**config.mk**
```make
export PLATFORM = sky130hd
export DESIGN_NAME = wdc_watchdog_ctrl
export DESIGN_NICKNAME = d
export VERILOG_FILES = /design/src/verilog/wdc_pkg.sv /design/src/verilog/wdc_period_counter.sv /design/src/verilog/wdc_tick_sync.sv /design/src/verilog/wdc_watchdog_ctrl.sv
export SDC_FILE = /design/constraint.sdc
export NUM_CORES = 1
export LEC_CHECK = 0
export CAP_MARGIN = 10
export CORE_MARGIN = 2
export CORE_UTILIZATION = 50
export CTS_CLUSTER_DIAMETER = 150
export DETAILED_ROUTE_END_ITERATION = 8
export DONT_BUFFER_PORTS = 1
export GPL_TIMING_DRIVEN = 0
export PLACE_DENSITY = 0.62
export SLEW_MARGIN = 20
export SYNTH_ARGS = -nofsm -noshare
export SYNTH_HDL_FRONTEND = slang
export SYNTH_SLANG_ARGS = --single-unit
export TNS_END_PERCENT = 20
```
**constraint.sdc**
```tcl
create_clock -name CORE_CLK -period 2.19 [get_ports CORE_CLK]
set_input_delay 0.438 -clock CORE_CLK [delete_from_list [all_inputs] [get_ports CORE_CLK]]
set_output_delay 0.438 -clock CORE_CLK [all_outputs]
set_load 0.01 [all_outputs]
```
**src/verilog/wdc_pkg.sv**
```systemverilog
package wdc_pkg;

  ////////////////////////////////////////////////////////////////////////
  // register map
  localparam logic [7:0] WDC_CTRL_OFFSET = 8'h00;
  localparam logic [7:0] WDC_STAT_OFFSET = 8'h01;
  localparam logic [7:0] WDC_STAT_RESET = 8'h00;
  localparam logic [7:0] WDC_CTRL_RESET = 8'h00;
  localparam logic [7:0] WDC_RDATA_IDLE = 8'h00;

  // control field positions
  localparam int WDC_WIN_LSB = 4;
  localparam int WDC_WIN_MSB = 7;
  localparam int WDC_PER_LSB = 0;
  localparam int WDC_PER_MSB = 3;

  // status field positions
  localparam int WDC_LOCK_BIT = 7;
  localparam int WDC_BUSY_BIT = 0;

  ////////////////////////////////////////////////////////////////////////
  // timing, in watchdog clock ticks
  localparam int WDC_CNT_WIDTH = 14;
  localparam int WDC_SYNC_TICKS = 2;
  localparam logic [3:0] WDC_CODE_OFF = 4'h0;
  localparam logic [3:0] WDC_CODE_MIN = 4'h1;
  localparam logic [3:0] WDC_CODE_MAX = 4'hB;
  localparam logic [13:0] WDC_MIN_TICKS = 14'h0008;
  localparam logic [13:0] WDC_MAX_TICKS = 14'h2000;

  ////////////////////////////////////////////////////////////////////////
  // supervision states, one-hot
  typedef enum logic [4:0] {
    WDC_ST_OFF = 5'h01,
    WDC_ST_NORMAL = 5'h02,
    WDC_ST_CLOSED = 5'h04,
    WDC_ST_OPEN = 5'h08,
    WDC_ST_HALT = 5'h10
  } wdc_state_t;

  // field code to tick count; reserved codes run the longest length
  function automatic logic [13:0] wdc_code_ticks(input logic [3:0] code);
    logic [13:0] ticks;
    ticks = WDC_MAX_TICKS;
    if (code >= WDC_CODE_MIN && code <= WDC_CODE_MAX) begin
      ticks = WDC_MIN_TICKS << (code - WDC_CODE_MIN);
    end
    return ticks;
  endfunction

endpackage

```
**src/verilog/wdc_period_counter.sv**
```systemverilog
`timescale 1ns/1ns
// down counter of watchdog ticks with a one-cycle expiry pulse
module wdc_period_counter #(
  parameter int WIDTH = 14
) (
  // clock and reset
  input wire logic clk,
  input wire logic rst,
  // control
  input wire logic load,
  input wire logic [WIDTH-1:0] load_value,
  input wire logic tick,
  // status
  output logic expired
);

  // the longest code needs 14 bits
  initial begin
    if (WIDTH < 14) begin
      $error("wdc_period_counter: WIDTH too small");
    end
  end

  localparam logic [WIDTH-1:0] ONE = WIDTH'(1);
  localparam logic [WIDTH-1:0] ZERO = WIDTH'(0);

  logic [WIDTH-1:0] count_reg; // ticks left, zero when idle
  logic expired_reg; // expiry pulse

  // load wins over counting; stops at zero
  always_ff @(posedge clk) begin
    if (rst) begin
      count_reg <= ZERO;
      expired_reg <= 1'b0;
    end else begin
      expired_reg <= 1'b0;
      if (load) begin
        count_reg <= load_value;
      end else if (tick && count_reg != ZERO) begin
        count_reg <= count_reg - ONE;
        expired_reg <= (count_reg == ONE);
      end
    end
  end

  assign expired = expired_reg;

endmodule

```
**src/verilog/wdc_tick_sync.sv**
```systemverilog
`timescale 1ns/1ns
// counts a fixed number of watchdog ticks after a start pulse
module wdc_tick_sync #(
  parameter int TICKS = 2
) (
  // clock and reset
  input wire logic clk,
  input wire logic rst,
  // control
  input wire logic start,
  input wire logic tick,
  // status
  output logic busy,
  output logic done
);

  // refuse a count the counter cannot hold
  initial begin
    if (TICKS < 1 || TICKS > 15) begin
      $error("wdc_tick_sync: TICKS out of range");
    end
  end

  localparam logic [3:0] LAST = 4'(TICKS - 1);

  logic [3:0] count_reg; // ticks seen so far
  logic busy_reg; // crossing in progress
  logic done_reg; // one-cycle end marker

  // busy and tick count; a start while busy is ignored
  always_ff @(posedge clk) begin
    if (rst) begin
      busy_reg <= 1'b0;
      count_reg <= 4'h0;
    end else if (!busy_reg) begin
      if (start) begin
        busy_reg <= 1'b1;
        count_reg <= 4'h0;
      end
    end else if (tick) begin
      if (count_reg == LAST) begin
        busy_reg <= 1'b0;
      end else begin
        count_reg <= count_reg + 4'h1;
      end
    end
  end

  // done pulse when the last tick lands
  always_ff @(posedge clk) begin
    if (rst) begin
      done_reg <= 1'b0;
    end else begin
      done_reg <= busy_reg && tick && (count_reg == LAST);
    end
  end

  assign busy = busy_reg;
  assign done = done_reg;

endmodule

```
**src/verilog/wdc_watchdog_ctrl.sv**
```systemverilog
// Chosen here: strobed register access.
`timescale 1ns/1ns
// watchdog control and status with window and timeout supervision
module wdc_watchdog_ctrl (
  // clock and reset
  input wire logic CORE_CLK,
  input wire logic SRST,
  // register port
  input wire logic [7:0] REG_ADDR,
  input wire logic [7:0] REG_WDATA,
  input wire logic REG_WR,
  input wire logic REG_RD,
  output logic [7:0] REG_RDATA,
  // processor side
  input wire logic CONFIG_CHANGE_GUARD_OPEN,
  input wire logic DEBUG_MODE,
  input wire logic BOOT_DONE,
  input wire logic [7:0] BOOT_FUSE_WATCHDOG_SETTING,
  input wire logic WATCHDOG_RESTART_INSTRUCTION,
  // watchdog clock tick
  input wire logic WDT_CLK_TICK,
  // supervision result
  output logic SYSTEM_RESET_REQ,
  output logic CONTROL_BUSY,
  output logic CONFIG_LOCKED
);

  ////////////////////////////////////////////////////////////////////////
  // declarations

  // register state
  logic [7:0] ctrl_reg; // control as software sees it
  logic lock_reg; // configuration lock
  logic boot_loaded_reg; // fuse value taken
  logic boot_done_q_reg; // boot done, last cycle
  logic [7:0] rdata_reg; // read data register

  // watchdog side state
  logic [7:0] eff_ctrl_reg; // control in effect for supervision
  logic cfg_changed_reg; // pulse after a crossing completes
  logic debug_q_reg; // debug mode, last cycle
  wdc_pkg::wdc_state_t state_reg;
  wdc_pkg::wdc_state_t state_next;
  logic reset_req_reg; // system reset pulse

  // decode and handshakes
  logic boot_load; // first cycle after reset release
  logic boot_done_rise; // boot code completed
  logic wr_ctrl; // write aimed at control
  logic wr_stat; // write aimed at status
  logic rd_ctrl; // read of control
  logic rd_stat; // read of status
  logic ctrl_accept; // control write taken
  logic sync_busy; // control value crossing
  logic sync_done; // crossing finished
  logic restart_busy; // restart crossing
  logic restart_done; // restart arrived in watchdog domain
  logic restart_start; // restart to start crossing

  // supervision helpers
  logic [3:0] eff_period; // timeout code in effect
  logic [3:0] eff_window; // closed window code in effect
  logic wd_enabled; // watchdog running
  logic win_mode; // window supervision selected
  logic [13:0] period_ticks; // open or plain timeout length
  logic [13:0] window_ticks; // closed interval length
  logic cnt_load; // counter reload
  logic [13:0] cnt_value; // counter reload value
  logic cnt_expired; // current interval elapsed
  logic fire; // raise a system reset

  ////////////////////////////////////////////////////////////////////////
  // register address decode

  // one decode per strobe; unmapped addresses hit nothing
  assign wr_ctrl = REG_WR && (REG_ADDR == wdc_pkg::WDC_CTRL_OFFSET);
  assign wr_stat = REG_WR && (REG_ADDR == wdc_pkg::WDC_STAT_OFFSET);
  assign rd_ctrl = REG_RD && (REG_ADDR == wdc_pkg::WDC_CTRL_OFFSET);
  assign rd_stat = REG_RD && (REG_ADDR == wdc_pkg::WDC_STAT_OFFSET);

  // control write needs the guard, no lock, and no crossing in flight
  assign ctrl_accept = wr_ctrl && CONFIG_CHANGE_GUARD_OPEN
                       && !lock_reg
                       && !sync_busy;

  ////////////////////////////////////////////////////////////////////////
  // boot handling

  // fuse value is taken once, in the first cycle after reset release
  always_ff @(posedge CORE_CLK) begin
    if (SRST) begin
      boot_loaded_reg <= 1'b0;
    end else begin
      boot_loaded_reg <= 1'b1;
    end
  end

  assign boot_load = !boot_loaded_reg;

  // edge of the boot done level
  always_ff @(posedge CORE_CLK) begin
    if (SRST) begin
      boot_done_q_reg <= 1'b0;
    end else begin
      boot_done_q_reg <= BOOT_DONE;
    end
  end

  assign boot_done_rise = BOOT_DONE && !boot_done_q_reg;

  ////////////////////////////////////////////////////////////////////////
  // control register

  // fuse load at start-up, then guarded software writes
  always_ff @(posedge CORE_CLK) begin
    if (SRST) begin
      ctrl_reg <= wdc_pkg::WDC_CTRL_RESET;
    end else if (boot_load) begin
      ctrl_reg <= BOOT_FUSE_WATCHDOG_SETTING;
    end else if (ctrl_accept) begin
      ctrl_reg <= REG_WDATA;
    end
  end

  ////////////////////////////////////////////////////////////////////////
  // lock bit

  // set wins over clear; clearing only from debug mode
  always_ff @(posedge CORE_CLK) begin
    if (SRST) begin
      lock_reg <= wdc_pkg::WDC_STAT_RESET[wdc_pkg::WDC_LOCK_BIT];
    end else if (boot_load) begin
      // a running fuse setting starts locked
      lock_reg <= (BOOT_FUSE_WATCHDOG_SETTING[3:0] !=
                   wdc_pkg::WDC_CODE_OFF);
    end else if (boot_done_rise && ctrl_reg[3:0] != wdc_pkg::WDC_CODE_OFF)
    begin
      lock_reg <= 1'b1;
    end else if (wr_stat && CONFIG_CHANGE_GUARD_OPEN) begin
      if (REG_WDATA[wdc_pkg::WDC_LOCK_BIT]) begin
        lock_reg <= 1'b1;
      end else if (DEBUG_MODE) begin
        lock_reg <= 1'b0;
      end
      // a zero outside debug mode leaves the lock alone
    end
  end

  ////////////////////////////////////////////////////////////////////////
  // control value crossing into the watchdog domain

  // busy rises with the accepted write, drops after the ticks
  wdc_tick_sync #(
    .TICKS(wdc_pkg::WDC_SYNC_TICKS)
  ) u_ctrl_sync (
    .clk(CORE_CLK),
    .rst(SRST),
    .start(ctrl_accept),
    .tick(WDT_CLK_TICK),
    .busy(sync_busy),
    .done(sync_done)
  );

  // value in effect; fuse setting is in effect straight away
  always_ff @(posedge CORE_CLK) begin
    if (SRST) begin
      eff_ctrl_reg <= wdc_pkg::WDC_CTRL_RESET;
      cfg_changed_reg <= 1'b0;
    end else begin
      cfg_changed_reg <= sync_done;
      if (boot_load) begin
        eff_ctrl_reg <= BOOT_FUSE_WATCHDOG_SETTING;
      end else if (sync_done) begin
        eff_ctrl_reg <= ctrl_reg;
      end
    end
  end

  assign eff_period = eff_ctrl_reg[wdc_pkg::WDC_PER_MSB:wdc_pkg::WDC_PER_LSB];
  assign eff_window = eff_ctrl_reg[wdc_pkg::WDC_WIN_MSB:wdc_pkg::WDC_WIN_LSB];
  assign wd_enabled = (eff_period != wdc_pkg::WDC_CODE_OFF);
  assign win_mode = (eff_window != wdc_pkg::WDC_CODE_OFF);
  assign period_ticks = wdc_pkg::wdc_code_ticks(eff_period);
  assign window_ticks = wdc_pkg::wdc_code_ticks(eff_window);

  ////////////////////////////////////////////////////////////////////////
  // restart crossing

  // a restart while one is still crossing is dropped
  assign restart_start = WATCHDOG_RESTART_INSTRUCTION && !restart_busy;

  wdc_tick_sync #(
    .TICKS(wdc_pkg::WDC_SYNC_TICKS)
  ) u_restart_sync (
    .clk(CORE_CLK),
    .rst(SRST),
    .start(restart_start),
    .tick(WDT_CLK_TICK),
    .busy(restart_busy),
    .done(restart_done)
  );

  ////////////////////////////////////////////////////////////////////////
  // interval counter

  wdc_period_counter #(
    .WIDTH(wdc_pkg::WDC_CNT_WIDTH)
  ) u_counter (
    .clk(CORE_CLK),
    .rst(SRST),
    .load(cnt_load),
    .load_value(cnt_value),
    .tick(WDT_CLK_TICK),
    .expired(cnt_expired)
  );

  ////////////////////////////////////////////////////////////////////////
  // supervision state machine

  // debug mode level, last cycle
  always_ff @(posedge CORE_CLK) begin
    if (SRST) begin
      debug_q_reg <= 1'b0;
    end else begin
      debug_q_reg <= DEBUG_MODE;
    end
  end

  // next state, counter reload and reset decision
  always_comb begin
    state_next = state_reg;
    cnt_load = 1'b0;
    cnt_value = period_ticks;
    fire = 1'b0;
    if (DEBUG_MODE) begin
      // halted: counter held fresh, restarts ignored
      state_next = wdc_pkg::WDC_ST_HALT;
      cnt_load = 1'b1;
    end else if (cfg_changed_reg && state_reg != wdc_pkg::WDC_ST_HALT) begin
      // new setting: first closed window waits for a restart
      cnt_load = 1'b1;
      if (wd_enabled) begin
        state_next = wdc_pkg::WDC_ST_NORMAL;
      end else begin
        state_next = wdc_pkg::WDC_ST_OFF;
      end
    end else begin
      case (state_reg)
        wdc_pkg::WDC_ST_HALT: begin
          // leaving debug runs a plain timeout first
          cnt_load = 1'b1;
          if (wd_enabled && debug_q_reg) begin
            state_next = wdc_pkg::WDC_ST_NORMAL;
          end else if (!wd_enabled) begin
            state_next = wdc_pkg::WDC_ST_OFF;
          end else begin
            state_next = wdc_pkg::WDC_ST_NORMAL;
          end
        end
        wdc_pkg::WDC_ST_OFF: begin
          // idle until enabled
          if (wd_enabled) begin
            state_next = wdc_pkg::WDC_ST_NORMAL;
            cnt_load = 1'b1;
          end
        end
        wdc_pkg::WDC_ST_NORMAL: begin
          if (restart_done) begin
            cnt_load = 1'b1;
            if (win_mode) begin
              // first restart opens the closed interval
              state_next = wdc_pkg::WDC_ST_CLOSED;
              cnt_value = window_ticks;
            end else begin
              cnt_value = period_ticks;
            end
          end else if (cnt_expired) begin
            fire = 1'b1;
            cnt_load = 1'b1;
          end
        end
        wdc_pkg::WDC_ST_CLOSED: begin
          if (restart_done) begin
            // too early
            fire = 1'b1;
            cnt_load = 1'b1;
            state_next = wdc_pkg::WDC_ST_NORMAL;
          end else if (cnt_expired) begin
            state_next = wdc_pkg::WDC_ST_OPEN;
            cnt_load = 1'b1;
            cnt_value = period_ticks;
          end
        end
        wdc_pkg::WDC_ST_OPEN: begin
          if (restart_done) begin
            // accepted restart begins the next closed interval
            state_next = wdc_pkg::WDC_ST_CLOSED;
            cnt_load = 1'b1;
            cnt_value = window_ticks;
          end else if (cnt_expired) begin
            // too late
            fire = 1'b1;
            cnt_load = 1'b1;
            state_next = wdc_pkg::WDC_ST_NORMAL;
          end
        end
        default: begin
          state_next = wdc_pkg::WDC_ST_OFF;
          cnt_load = 1'b1;
        end
      endcase
    end
  end

  // state register
  always_ff @(posedge CORE_CLK) begin
    if (SRST) begin
      state_reg <= wdc_pkg::WDC_ST_OFF;
    end else begin
      state_reg <= state_next;
    end
  end

  // system reset request pulse
  always_ff @(posedge CORE_CLK) begin
    if (SRST) begin
      reset_req_reg <= 1'b0;
    end else begin
      reset_req_reg <= fire;
    end
  end

  ////////////////////////////////////////////////////////////////////////
  // read path

  // read data stand one cycle after the strobe, zero otherwise
  always_ff @(posedge CORE_CLK) begin
    if (SRST) begin
      rdata_reg <= wdc_pkg::WDC_RDATA_IDLE;
    end else if (rd_ctrl) begin
      rdata_reg <= ctrl_reg;
    end else if (rd_stat) begin
      // busy readable without any unlock
      rdata_reg <= {lock_reg, 6'h00, sync_busy};
    end else begin
      rdata_reg <= wdc_pkg::WDC_RDATA_IDLE;
    end
  end

  ////////////////////////////////////////////////////////////////////////
  // outputs

  assign REG_RDATA = rdata_reg;
  assign SYSTEM_RESET_REQ = reset_req_reg;
  assign CONTROL_BUSY = sync_busy;
  assign CONFIG_LOCKED = lock_reg;

endmodule
```
==> impl_metrics.toml <==
[final_layout]
drive_gt1_share_pct = 13.3
regArea_mm2 = 0.00122
n_fill_cell = 587
diodes = 0
multi_input_area_mm2 = 0.00197
syn2layout_area_growth_pct = 12.9
largest_reg_flops = 14
nets = 433

[yosys]
synth.avg_cell_area_um2 = 8.45
synth_top_area_share_pct = 37.6
ys_seq_elements = 61
ys.flop_type = "dfxtp_1"
synth_warnings = 0
synthArstFlopShare_pct = 0
synth_edf_count = 0
synth_area_leaders = "dfxtp_1 38%, mux2i_1 5.8%, nor2_1 4.4%"
synth_cell_types = 55
seq_area_frac_synth_pct = 37.6
synthesis.nets = 424
synth_area_leader_cell = "dfxtp_1"
synthCells = 385
netlist_area_mm2 = 0.00325

[timing]
tightest_slew_ns = 0.605
finalCritPeriodShare_pct = 97.2
max_freq_mhz = 470
drv_slew = 0
finalSetupViolCount = 0
fin_skew_ns = 0.0152
grt_setup_unrepaired = "yes"
slew_headroom_pct = 59.3
final_hold_viol_count = 0
period_needed_ns = 2.13
fin_hold_ws_ns = 0.239

[power]
p_per_area_mw_per_mm2 = 773
finalPower_uw = 2840
ir_worst_vdd_v = 0.000443
p_leak_uw = 0.00129

[routing]
vias = 2878
ant_nets = 0
firstDrtPassIters = 5
drt_iter0_markers = 132
drc = 0
viasPerCell = 6.05
routed_wirelength_um = 8090
wl_per_cell_um = 17.0

[worst_hold_path]
worstHoldStart = "BOOT_DONE"
worstHoldPathType = "in -> reg"

[clocking]
cts_made_buffers = 9
insertion_delay_ns = 0.34
cts_tree = "done"
clock-root-buffer = "clkbuf_8"
clk_pin_slew_worst_paths_ns = 0.07
clockBufferDepth = 2
numClockSinks = 61
htree_levels = 3

[run_status]
status = "completed"

[global_route]
grt_usage_pct = 22.9
antenna_found_initial = 0
grt_start_max_net_pins = 12
grt_overflow = 0
grt_pass1_wl_um = 13100
grt_pass1_vias = 2707

[flow_run]
drv_cap = 0

[critical_path]
endpoint_kind = "flop"
cp_data_required_time_ns = 2.42
crit_type = "reg -> reg"
cp-startpoint = "eff_ctrl_reg[0]$_SDFFE_PP0P_"
crit_fanout = 10
r2r_start = "eff_ctrl_reg[0]$_SDFFE_PP0P_"
cp-start-kind = "flop"
arrival_ns = 2.36

[floorplanning]
die_x_um = 84.6
dieArea_mm2 = 0.00716
dieHeight_um = 84.6
core_mm2 = 0.00631
io_pins = 44
row_count = 29
initial_core_util_pct = 51.5

[placement]
globalplace.congestion = 0.885
dp_hpwl_um = 5700
io_buffer_count = 0
-- per-layer routing --
metal / track usage [%] / vias up / wire length (um)
met2: 36.0 / 76 / 3740
li1: - / 1425 / -
met3: 6.49 / 6 / 389
met1: 31.1 / 1371 / 3900
met5: 0 / - / 0
met4: 5.92 / 0 / 57
-- cells in the mapped netlist, types with 4 or more instances --
master	instances
a211oi_1	12
a21oi_1	25
a311oi_1	4
and2_1	7
and3_1	4
buf_2	8
clkbuf_1	14
dfxtp_1	61
ha_1	6
inv_1	12
mux2i_1	19
nand2_1	21
nand2b_1	7
nand3_1	4
nand4_1	7
nor2_1	38
nor2b_1	7
nor3_1	28
nor3b_1	4
nor4_1	14
o21ai_0	16
or3_1	6
xnor2_1	8
xor2_1	9
-- where the power goes --
part / total (uW) / switching [uW] / internal (uW)
clock network: 1100 / 465 / 634
registers: 1220 / 60.5 / 1160
logic: 515 / 295 / 220
-- timing repair --
| item | in CTS | in global routing |
|---|---|---|
| endpoints found under the setup margin | 8 | 11 |
| gates resized for setup | 3 | 19 |
| pin swaps | 1 | 2 |
| hold buffers | 0 | 0 |
| setup buffers | 2 | 0 |
-- placed cells by master (no fill, tap or decap), types with 2 or more instances in the layout --
master and n:
nor3b_1 4, nand4_1 7, nor4_1 14, or4_4 3, or3_1 6, dfxtp_1 60, clkinv_2 3, xnor2_1 8
buf_4 3, nor4b_1 2, o21a_1 2, buf_2 6, nor2_2 2, bufinv_16 2, a21oi_1 24, and3_1 4
clkbuf_8 9, a311oi_1 3, a31oi_1 3, o22ai_1 2, a211o_1 2, a211oi_1 12, nor2b_1 7, ha_1 6
nor3_1 26, xor2_1 9, nor2_1 36, nand3b_1 3, and2_1 7, nor3_2 2, nand2b_1 7, nand2_1 20
clkbuf_1 11, mux2i_1 19, inv_1 12, o21ai_0 15, buf_6 2, nand3_1 4, clkinvlp_4 2
-- path summary, 6_finish.rpt --
kind                                          to  slack (ns)  cells after the start
max          u_counter.count_reg[1]$_SDFFE_PP0P_        0.06                      6
min                   boot_done_q_reg$_SDFF_PP0_        0.24                      1
max reg2reg  u_counter.count_reg[1]$_SDFFE_PP0P_        0.06                      6
min reg2reg              REG_RDATA[6]$_SDFF_PP0_        0.48                      1
-- area by class of cell --
class / count / share of cell area, %
multi-input combinational: 287 / 53.7
clock buffer: 9 / 3.38
sequential: 61 / 33.3
clock inverter: 7 / 2.45
timing repair buffer: 2 / 0.409
buffer: 21 / 2.90
tap: 77 / 2.63
inverter: 12 / 1.23
-- cell families after synthesis --
family                   synth area share [%]
AND/OR/NAND/NOR                          27.6
buffers and inverters                    5.16
flip-flops                               37.6
XOR/XNOR                                 4.58
multiplexers                             6.19
adder cells (fa/ha/maj)                  2.31
AO/OA/AOI/OAI                            16.6
-- critical path, cell delays in order (launching register included) --
cell,delay [ns]
dfxtp_1,0.31
buf_6,0.13
or4_4,0.54
a22o_4,0.26
or3_1,0.32
buf_6,0.15
a2111oi_2,0.32
-- per-stage QoR --
step | utilization (%) | TNS [ns] | std cells | cell area [um2] | setup slack (ns)
after global placement | 53.0 | -2.09 | 462 | 3350 | -0.264
after detailed placement | 53.0 | -2.63 | 462 | 3350 | -0.268
final | 58.1 | 0 | 476 | 3670 | 0.0620
after CTS | 56.9 | -0.0406 | 479 | 3590 | -0.0189
after global routing | 58.1 | -0.176 | 476 | 3670 | -0.0494
after floorplan | - | 0 | 385 | 3250 | 0.166
(Power assumes the default switching activity.)
